===== src/logic/sps_pkg.sv =====
// constants shared by the serial status and interrupt block
package sps_pkg;

   // -----------------------------------------------------------------
   // register byte offsets
   // -----------------------------------------------------------------
   localparam logic [7:0]  OFF_CTRL   = 8'h00;
   localparam logic [7:0]  OFF_STATUS = 8'h14;
   localparam logic [7:0]  OFF_ICTL   = 8'h18;

   // -----------------------------------------------------------------
   // field positions
   // -----------------------------------------------------------------
   localparam int CTL_ENABLE   = 0;
   localparam int CTL_MODE     = 1;
   localparam int CTL_SS_DIR   = 8;
   localparam int CTL_SS_POL   = 9;

   localparam int ST_BUSY      = 6;
   localparam int ST_CONFLICT  = 5;
   localparam int ST_TX_EMPTY  = 4;
   localparam int ST_OVERRUN   = 3;
   localparam int ST_RX_FULL   = 2;

   localparam int IC_CONFLICT  = 5;
   localparam int IC_TX_EMPTY  = 4;
   localparam int IC_OVERRUN   = 3;
   localparam int IC_RX_FULL   = 2;
   localparam int IC_SOFT      = 1;
   localparam int IC_MASTER    = 0;

   // -----------------------------------------------------------------
   // reset values
   // -----------------------------------------------------------------
   localparam logic [31:0] RST_CTRL   = 32'h0000_0000;
   localparam logic [31:0] RST_STATUS = 32'h0000_0010;
   localparam logic [31:0] RST_ICTL   = 32'h0000_0000;

   // -----------------------------------------------------------------
   // transfer activity states
   // -----------------------------------------------------------------
   typedef enum logic [1:0] {
      XF_IDLE = 2'b01,
      XF_BUSY = 2'b10
   } sps_xfer_e;

endpackage


===== src/logic/sps_apb.sv =====
// apb slave front end with one wait state per access
`timescale 1ns/100ps
`default_nettype none

module sps_apb #(
   parameter int ADDR_W = 8
) (
   input  wire logic              clk_sys,
   input  wire logic              rst,
   input  wire logic              psel,
   input  wire logic              penable,
   input  wire logic              pwrite,
   input  wire logic              hit,
   input  wire logic [31:0]       rdata,
   output logic                   pready,
   output logic [31:0]            prdata,
   output logic                   pslverr,
   output logic                   wr_en,
   output logic                   rd_en
);

   logic access;

   // first access cycle waits, answer comes registered on the second
   assign access = psel & penable & ~pready;

   always_ff @(posedge clk_sys or posedge rst) begin
      if (rst) begin
         pready <= 1'b0;
      end else begin
         pready <= access;
      end
   end

   always_ff @(posedge clk_sys or posedge rst) begin
      if (rst) begin
         prdata  <= 32'h0000_0000;
         pslverr <= 1'b0;
      end else if (access) begin
         prdata  <= (!pwrite && hit) ? rdata : 32'h0000_0000;
         pslverr <= ~hit;
      end else begin
         prdata  <= 32'h0000_0000;
         pslverr <= 1'b0;
      end
   end

   // effects happen only at the completing edge
   assign wr_en = psel & penable & pready & pwrite & hit;
   assign rd_en = psel & penable & pready & ~pwrite & hit;

endmodule // sps_apb

`default_nettype wire


===== src/logic/sps_irq.sv =====
// interrupt request combiner, registered output
`timescale 1ns/100ps
`default_nettype none

module sps_irq (
   input  wire logic              clk_sys,
   input  wire logic              rst,
   input  wire logic [4:0]        flags,
   input  wire logic [5:0]        ictl,
   input  wire logic              conflict_armed,
   output logic                   irq
);

   logic src;

   // flags: conflict, tx empty, overrun, rx full at bits 4 to 1, one below their ictl bit positions
   always_comb begin
      src = ictl[sps_pkg::IC_SOFT];
      // conflict source counts only in master with the pin as detector
      src = src | (flags[4] & ictl[sps_pkg::IC_CONFLICT] & conflict_armed);
      src = src | (flags[3] & ictl[sps_pkg::IC_TX_EMPTY]);
      src = src | (flags[2] & ictl[sps_pkg::IC_OVERRUN]);
      src = src | (flags[1] & ictl[sps_pkg::IC_RX_FULL]);
   end

   always_ff @(posedge clk_sys or posedge rst) begin
      if (rst) begin
         irq <= 1'b0;
      end else begin
         irq <= ictl[sps_pkg::IC_MASTER] & src;
      end
   end

endmodule // sps_irq

`default_nettype wire


===== src/logic/sps_top.sv =====
// status flags, interrupt control and apb registers of the serial unit
//
// The APB slave port is this design's own decision.
`timescale 1ns/100ps
`default_nettype none

// Operation
// - busy rises at transfer start, falls at end
// - busy reads zero in slave operation
// - conflict flag set by external select in master with the select pin as input
// - conflict with enable forces slave, outputs off
// - tx empty set at reset/load, cleared by write
// - overrun set on new word while full
// - rx full set on word, cleared by read
// - writing enable zero clears whole status
// - conflict enable works only in detect master
// - tx empty enable gates its source
// - overrun enable gates its source
// - rx full enable gates its source
// - soft request bit raises the interrupt
// - soft request ignored while master enable low
// - master enable gates the interrupt output
// - enable bit switches transfer circuitry on
// - mode bit selects slave or master
// - select pin direction: detect input or output
module sps_top #(
   parameter int ADDR_W = 8
) (
   input  wire logic              clk_sys,
   input  wire logic              rst,
   input  wire logic              psel,
   input  wire logic              penable,
   input  wire logic              pwrite,
   input  wire logic [ADDR_W-1:0] paddr,
   input  wire logic [31:0]       pwdata,
   output logic [31:0]            prdata,
   output logic                   pready,
   output logic                   pslverr,
   input  wire logic              xfer_start,
   input  wire logic              xfer_done,
   input  wire logic              tx_data_write,
   input  wire logic              tx_shift_load,
   input  wire logic              rx_word_load,
   input  wire logic              rx_data_read,
   input  wire logic              ss_in,
   output logic                   unit_on,
   output logic                   master_mode,
   output logic                   ss_drive_out,
   output logic                   outputs_off,
   output logic                   irq
);

   // -----------------------------------------------------------------
   // bus decode
   // -----------------------------------------------------------------
   logic              hit;
   logic              wr_en;
   logic [31:0]       rdata;
   logic              ctrl_wr;
   logic              ictl_wr;
   logic              disable_wr;

   assign hit = (paddr == sps_pkg::OFF_CTRL) || (paddr == sps_pkg::OFF_STATUS)
              || (paddr == sps_pkg::OFF_ICTL);

   sps_apb #(
      .ADDR_W (ADDR_W)
   ) u_apb (
      .clk_sys (clk_sys),
      .rst     (rst),
      .psel    (psel),
      .penable (penable),
      .pwrite  (pwrite),
      .hit     (hit),
      .rdata   (rdata),
      .pready  (pready),
      .prdata  (prdata),
      .pslverr (pslverr),
      .wr_en   (wr_en),
      .rd_en   ()
   );

   assign ctrl_wr    = wr_en && (paddr == sps_pkg::OFF_CTRL);
   assign ictl_wr    = wr_en && (paddr == sps_pkg::OFF_ICTL);
   assign disable_wr = ctrl_wr && !pwdata[sps_pkg::CTL_ENABLE];

   // -----------------------------------------------------------------
   // control register
   // -----------------------------------------------------------------
   logic              enable_reg;
   logic              mode_reg;
   logic              ss_dir_reg;
   logic              ss_pol_reg;
   logic [5:0]        ictl_reg;
   logic              off_reg;
   logic              conflict_reg;
   logic              detect_mode;
   logic              ss_active;
   logic              cancel;

   // the pin detects conflicts only as an input in master operation
   assign detect_mode = mode_reg && !ss_dir_reg;
   assign ss_active   = ss_pol_reg ? ss_in : !ss_in;
   assign cancel      = conflict_reg && ictl_reg[sps_pkg::IC_CONFLICT] && detect_mode;

   always_ff @(posedge clk_sys or posedge rst) begin
      if (rst) begin
         enable_reg <= sps_pkg::RST_CTRL[sps_pkg::CTL_ENABLE];
         mode_reg   <= sps_pkg::RST_CTRL[sps_pkg::CTL_MODE];
         ss_dir_reg <= sps_pkg::RST_CTRL[sps_pkg::CTL_SS_DIR];
         ss_pol_reg <= sps_pkg::RST_CTRL[sps_pkg::CTL_SS_POL];
      end else begin
         if (ctrl_wr) begin
            enable_reg <= pwdata[sps_pkg::CTL_ENABLE];
            mode_reg   <= pwdata[sps_pkg::CTL_MODE];
            ss_dir_reg <= pwdata[sps_pkg::CTL_SS_DIR];
            ss_pol_reg <= pwdata[sps_pkg::CTL_SS_POL];
         end
         // a pending cancel overrides a simultaneous mode write
         if (cancel) begin
            mode_reg <= 1'b0;
         end
      end
   end

   // outputs stay off after a cancel until software asks for master again
   always_ff @(posedge clk_sys or posedge rst) begin
      if (rst) begin
         off_reg <= 1'b0;
      end else if (cancel) begin
         off_reg <= 1'b1;
      end else if (ctrl_wr && pwdata[sps_pkg::CTL_MODE]) begin
         off_reg <= 1'b0;
      end
   end

   always_ff @(posedge clk_sys or posedge rst) begin
      if (rst) begin
         ictl_reg <= sps_pkg::RST_ICTL[5:0];
      end else if (ictl_wr) begin
         ictl_reg <= pwdata[5:0];
      end
   end

   // -----------------------------------------------------------------
   // transfer activity
   // -----------------------------------------------------------------
   sps_pkg::sps_xfer_e xfer_reg;

   always_ff @(posedge clk_sys or posedge rst) begin
      if (rst) begin
         xfer_reg <= sps_pkg::XF_IDLE;
      end else if (disable_wr || !enable_reg) begin
         xfer_reg <= sps_pkg::XF_IDLE;
      end else begin
         unique case (xfer_reg)
            sps_pkg::XF_IDLE: begin
               if (xfer_start && mode_reg && !off_reg) begin
                  xfer_reg <= sps_pkg::XF_BUSY;
               end
            end
            sps_pkg::XF_BUSY: begin
               if (xfer_done) begin
                  xfer_reg <= sps_pkg::XF_IDLE;
               end
            end
            default: begin
               xfer_reg <= sps_pkg::XF_IDLE;
            end
         endcase
      end
   end

   // -----------------------------------------------------------------
   // status flags; a set wins over a read or write clear in the same cycle, a disable write clears first, a cancel clears the conflict first
   // -----------------------------------------------------------------
   logic              txe_reg;
   logic              rxf_reg;
   logic              ovr_reg;
   logic              busy_vis;
   logic [31:0]       status_word;

   always_ff @(posedge clk_sys or posedge rst) begin
      if (rst) begin
         conflict_reg <= sps_pkg::RST_STATUS[sps_pkg::ST_CONFLICT];
      end else if (disable_wr || cancel) begin
         conflict_reg <= 1'b0;
      end else if (enable_reg && detect_mode && ss_active) begin
         conflict_reg <= 1'b1;
      end
   end

   always_ff @(posedge clk_sys or posedge rst) begin
      if (rst) begin
         txe_reg <= sps_pkg::RST_STATUS[sps_pkg::ST_TX_EMPTY];
      end else if (disable_wr) begin
         txe_reg <= 1'b0;
      end else if (enable_reg && tx_shift_load) begin
         txe_reg <= 1'b1;
      end else if (tx_data_write) begin
         txe_reg <= 1'b0;
      end
   end

   always_ff @(posedge clk_sys or posedge rst) begin
      if (rst) begin
         rxf_reg <= sps_pkg::RST_STATUS[sps_pkg::ST_RX_FULL];
      end else if (disable_wr) begin
         rxf_reg <= 1'b0;
      end else if (enable_reg && rx_word_load) begin
         rxf_reg <= 1'b1;
      end else if (rx_data_read) begin
         rxf_reg <= 1'b0;
      end
   end

   always_ff @(posedge clk_sys or posedge rst) begin
      if (rst) begin
         ovr_reg <= sps_pkg::RST_STATUS[sps_pkg::ST_OVERRUN];
      end else if (disable_wr) begin
         ovr_reg <= 1'b0;
      end else if (enable_reg && rx_word_load && rxf_reg) begin
         ovr_reg <= 1'b1;
      end else if (rx_data_read) begin
         ovr_reg <= 1'b0;
      end
   end

   // busy is hidden whenever the unit is a slave
   assign busy_vis = (xfer_reg == sps_pkg::XF_BUSY) && mode_reg;

   always_comb begin
      status_word                       = 32'h0000_0000;
      status_word[sps_pkg::ST_BUSY]     = busy_vis;
      status_word[sps_pkg::ST_CONFLICT] = conflict_reg;
      status_word[sps_pkg::ST_TX_EMPTY] = txe_reg;
      status_word[sps_pkg::ST_OVERRUN]  = ovr_reg;
      status_word[sps_pkg::ST_RX_FULL]  = rxf_reg;
   end

   always_comb begin
      rdata = 32'h0000_0000;
      if (paddr == sps_pkg::OFF_STATUS) begin
         rdata = status_word;
      end else if (paddr == sps_pkg::OFF_ICTL) begin
         rdata[5:0] = ictl_reg;
      end else if (paddr == sps_pkg::OFF_CTRL) begin
         rdata[sps_pkg::CTL_ENABLE] = enable_reg;
         rdata[sps_pkg::CTL_MODE]   = mode_reg;
         rdata[sps_pkg::CTL_SS_DIR] = ss_dir_reg;
         rdata[sps_pkg::CTL_SS_POL] = ss_pol_reg;
      end
   end

   // -----------------------------------------------------------------
   // interrupt and outputs
   // -----------------------------------------------------------------
   sps_irq u_irq (
      .clk_sys        (clk_sys),
      .rst            (rst),
      .flags          ({conflict_reg, txe_reg, ovr_reg, rxf_reg, 1'b0}),
      .ictl           (ictl_reg),
      .conflict_armed (detect_mode),
      .irq            (irq)
   );

   assign unit_on      = enable_reg;
   assign master_mode  = mode_reg;
   assign ss_drive_out = ss_dir_reg;
   assign outputs_off  = off_reg;
endmodule // sps_top

`default_nettype wire


===== config.mk =====
export PLATFORM = sky130hd
export DESIGN_NAME = sps_top
export DESIGN_NICKNAME = d
export VERILOG_FILES = /design/src/logic/sps_pkg.sv /design/src/logic/sps_apb.sv /design/src/logic/sps_irq.sv /design/src/logic/sps_top.sv
export SDC_FILE = /design/constraint.sdc
export NUM_CORES = 1
export LEC_CHECK = 0
export BUFFER_PORTS_ARGS = -buffer_cell sky130_fd_sc_hd__buf_2
export CAP_MARGIN = 20
export CORE_MARGIN = 5
export CORE_UTILIZATION = 39
export CTS_CLUSTER_SIZE = 30
export DETAILED_ROUTE_END_ITERATION = 8
export PLACE_DENSITY_LB_ADDON = 0.1
export RECOVER_POWER = 100
export SLEW_MARGIN = 20
export SYNTH_ARGS = -nofsm -noshare
export SYNTH_HDL_FRONTEND = slang
export SYNTH_SLANG_ARGS = --single-unit

===== constraint.sdc =====
create_clock -name clk_sys -period 1.55 [get_ports clk_sys]
set_clock_uncertainty 0.2 [all_clocks]
set_input_delay 0.155 -clock clk_sys [delete_from_list [all_inputs] [get_ports clk_sys]]
set_output_delay 0.155 -clock clk_sys [all_outputs]
set_load 0.01 [all_outputs]

* After elaboration in Yosys (flattened, before gate mapping)
Index checks and enable logic that the tools add are counted.
Cells by class: shift operators 0, bitwise gates (word level) 17, multipliers 0, muxes and demuxes 30, add/subtract/negate cells 0, divide/modulo/power cells 0, reduce and logical (&&, ||, !) cells 34, $lt $le $gt $ge 0, eq/ne operators 6
Operators with widths (count):
- two-way mux 32 bit | 1
- two-way mux 1 bit | 17
- equality test 8 x 5 -> 1 bit (second input constant) | 2
- logical AND 1 bit | 16
- two-way mux 2 bit | 8
- AND 1 bit | 11
- two-way mux 10 bit | 1
- nonzero test 3 bit | 3
- logical NOT 8 bit | 1
- logical NOT 1 bit | 6
- two-way mux 6 bit | 1
- != test 3 bit (second input constant) | 2
- nonzero test 2 bit | 3
- logical OR 1 bit | 4
- two-way mux 4 bit | 1
- bitwise OR 1 bit | 4
- one-hot mux 2 bit (2 select lines) | 1
- equality test 2 x 1 -> 1 bit (second input constant) | 1
- equality test 2 bit (second input constant) | 1
- inverter 1 bit | 2
- AND reduction 2 bit | 1
Word-level totals: latch bits 0, bits in writable memories 0, output and inout bits 39, bits of input ports 52, memories 0, bits in read-only memories 0, bits in registers 52

* Longest topological paths before layout
depth in word-level cells 9, gate-level depth with buffers 5, depth with buffers taken out 3

* Modules after synthesis
A second synthesis with hierarchy kept.
Second synthesis, totals: cells, all modules 214, area, all modules 2431.1 um^2
Modules (own cells, without submodules):
- sps_apb | instances 1, cells an instance 118, sequential area each 850.8 um^2, area each 1433.9 um^2
- sps_top | instances 1, cells an instance 89, sequential area each 427.9 um^2, area each 935.9 um^2
- sps_irq | instances 1, cells an instance 7, sequential area each 25.0 um^2, area each 61.3 um^2

* Worst setup path after synthesis
OpenSTA, ideal clock, no wires.
path type register to register, start reg u_apb.pready, end reg u_apb.prdata[0], path buffers 0, setup slack 10 ps, stages on the path, launching flop included 4, arrival time 1262 ps, period minus slack after synthesis 1540 ps, library setup time 78 ps, cells stage by stage dfrtp_1 -> nand4bb_1 -> nor4b_2 -> a21boi_1
Between the ends: word-level cells in the longest chain between the ends 3
Ends and longest elaborated chain:
- start, declared | line sps_apb.sv:15 | output logic pready,
- start signal, assigned | line sps_apb.sv:31 | pready <= access;
- inverter 1 bit | line sps_apb.sv:25 | assign access = psel & penable & ~pready;
- AND 1 bit | line sps_apb.sv:25
- two-way mux 32 bit | line sps_apb.sv:39 | end else if (access) begin
- end signal, assigned | line sps_apb.sv:40 | prdata <= (!pwrite && hit) ? rdata : 32'h0000_0000;
- end, declared | line sps_apb.sv:16 | output logic [31:0] prdata,
Every way passes these cells. A chain may end at the register's enable or synchronous reset.

* Worst setup path in the final report
start in penable, end reg u_apb.pready
Between the ends: word-level cells in the longest chain between the ends 2
Ends and longest elaborated chain:
- start, declared | line sps_top.sv:32 | input wire logic penable,
- AND 1 bit (2 in a row) | line sps_apb.sv:25
- named net u_apb.access | line sps_apb.sv:22 | logic access;
The timed path passes the listed nets, and every way through them passes these cells.

==> run_results.csv <==
group,metric,value,unit
run_status,status,"finished, final reports clean",
synthesis,netlist_top_cells_count,"27 x dfrtp_1, 23 x buf_4, 9 x nand3_1",
timing,period_minus_slack,1.54,ns
layout,final_cells,263,
routing,ant_nets,0,
layout,insertedDiodeCount,0,
layout,drive_gt1_share,33.5,%
clock_tree,cts_tree,"done",
setup_path,timing.rr.start,"u_apb.pready",
setup_path,path_class,"in -> reg",
clock_tree,cts_buffer_depth,2,
placed_design,port_buffers,43,
clock_tree,cts_root_buf,"clkbuf_8",
floorplan,num_rows,22,
placed_design,place.gp.congestion,0.765,
routing,drt_iter0_markers,68,
clock_tree,clk_pin_slew,0.06,ns
placed_design,dp.cells,239,
synthesis,synth-edff-count,0,
timing,fmax,650,MHz
clock_tree,cts_max_level,2,
setup_path,rrSetupSlack,0.03,ns
synthesis,avgSynthCellArea,11.1,sq um
timing,holdWs,0.0106,ns
layout,final_nets,266,
layout,largest_reg_flops,9,
timing,relSlewSlack,51.9,%
floorplan,die-height,72.9,um
floorplan,core_area,0.00374,sq mm
synthesis,seq_area_frac_synth,47.1,%
hold_path,worstHoldPathType,"in -> reg",
setup_path,crit_path_start,"penable",
routing,firstDrtPassIters,4,
global_routing,grt_max_degree,30,
timing,finalCritPeriodShare,99.3,%
synthesis,synth_seq_cells,29,
timing,tightest_slew,0.721,ns
placed_design,detailedPlace.worstSlack,-0.124,ns
clock_tree,cts_sinks,29,
placed_design,place_area,0.00181,sq mm
synthesis,yosys-top-cells-area,"dfrtp_1 44%, buf_4 11%, mux2_2 5.8%",
power,ir_worst_vdd,0.437,mV
global_routing,grt_pass1_wl,5.79,mm
setup_path,required,1.56,ns
synthesis,ys.flop_type,"dfrtp_1",
floorplan,die_x,72.9,um
job,drv_cap,0,
setup_path,cp_cell_sequence,"buf_2, dlygate4sd3_1, nand2_1, nor2_1, dlygate4sd3_1",
layout,final_area,0.00206,sq mm
clock_tree,insertion_delay,0.28,ns
routing,drt-wirelength-per-cell,13.7,um
global_routing,grt_overflow,0,
synthesis,netlist.area_leader.share,43.7,%
routing,routed_wl,3.59,mm
timing,setup_viol,0,
layout,area_growth,33.6,%
synthesis,yosysWarnings,0,
routing,routed_via_density,4.83,
setup_path,worstSetupEndpointType,"flip-flop",
power,power-per-cell-area,762,mW/mm^2
timing,setup_ws,0.0104,ns
global_routing,first_global_vias,1263,
floorplan,start_util,41.3,%
synthesis,synthCells,139,
synthesis,yosysUniqueCellTypes,44,
setup_path,reg2reg_depth,3,
layout,fillers,363,
power,power.total,1.57,mW
global_routing,antenna_found_initial,0,
global_routing,grtUsageTotal,14.4,%
floorplan,dieArea,0.00532,sq mm
setup_path,critical_path_arrival,1.55,ns
setup_path,worst_setup_path_start_kind,"input pin",
synthesis,synth_top_cell_by_area,"dfrtp_1",
timing,hold_violations,0,
clock_tree,numCtsBuffers,5,
setup_path,endpoint,"u_apb.pready",
floorplan,pin_count,91,
synthesis,synth_area,0.00155,sq mm
layout,seq_area,728,sq um
power,p_leak,0.961,nW
setup_path,crit_top_cell,"dlygate4sd3_1",
synthesis,synth-async-reset-ratio,100,%
layout,multiInputGateArea,719,sq um
timing,finalMaxSlewViolations,0,
setup_path,max_stage_delay,0.57,ns
setup_path,cp_slowest_cell,"dlygate4sd3_1",
setup_path,reg2reg_to,"ss_pol_reg",
timing,rsz0062_at_grt,"yes",
placed_design,dp_hpwl,2.79,mm
setup_path,worstPathMaxFanout,3,
synthesis,yosysMostFrequentCell,"dfrtp_1",
routing,drc,0,
routing,vias,1269,
[critical path, delay by kind of cell]
kind	cells	cell delay, ns
and+or+nand+nor	2	0.20
buffers and inverters	3	1.20
[stage by stage]
stage	TNS [ns]	util (%)
floorplan	0	-
global placement	-0.551	48.4
detailed placement	-0.656	48.4
CTS	0	54.9
global route	-0.249	55.1
finish	0	55.1
[placed cells by master (no fill, tap or decap), types with 3 or more instances in the layout]
cell	instances
buf_2	31
conb_1	23
mux2_2	8
a2111oi_2	3
a21oi_1	4
buf_4	11
clkbuf_1	14
nor3_1	3
nor2_1	6
clkbuf_8	5
dfrtp_1	27
and3_1	3
dlygate4sd3_1	16
nand3_1	9
nand2_1	4
inv_1	6
[where the power goes]
| group | switching [mW] | internal [mW] | total [mW] |
|---|---|---|---|
| Clock | 0.272 | 0.310 | 0.581 |
| Combinational | 0.113 | 0.0927 | 0.206 |
| Sequential | 0.0147 | 0.772 | 0.786 |
| Total | 0.399 | 1.17 | 1.57 |
[timing repair]
item,4_1_cts,5_1_grt
endpoints found under the hold margin,42,0
hold buffers,16,0
setup endpoints to repair,0,10
setup buffers,0,0
gates resized for setup,0,6
[metal layers]
layer	GRT usage (%)	vias up	wire, um
li1	-	614	-
met1	17.2	596	1480
met2	23.9	53	1760
met3	4.41	6	287
met4	6.15	0	68
met5	0	-	0
[logic make-up (layout without fill, tap and decap cells)]
family	after synthesis	in the layout	synth area share [%]
AO/OA/AOI/OAI	18	18	9.15
XOR/XNOR	2	2	1.13
buffers and inverters	32	86	13.6
flip-flops	29	29	47.1
multiplexers	9	9	6.48
other	1	23	0.243
AND/OR/NAND/NOR	48	48	22.3
[worst min-delay path by stage]
stage,endpoint,cells past startpoint,startpoint
global route,xfer_reg[0],4,xfer_start
global placement,ovr_reg,3,rst
floorplan,conflict_reg,1,rst
detailed placement,rxf_reg,3,rst
finish,xfer_reg[0],4,xfer_done
CTS,xfer_reg[0],4,xfer_done
[final cells by class]
type / instances / area share [%]
Sequential cell: 29 / 35.3
Multi-Input combinational cell: 100 / 34.8
Timing Repair Buffer: 72 / 21.9
Clock buffer: 6 / 3.52
Tap cell: 48 / 2.91
Inverter: 6 / 1.09
Clock inverter: 2 / 0.485
No activity file was read; power rests on OpenSTA's default activity.
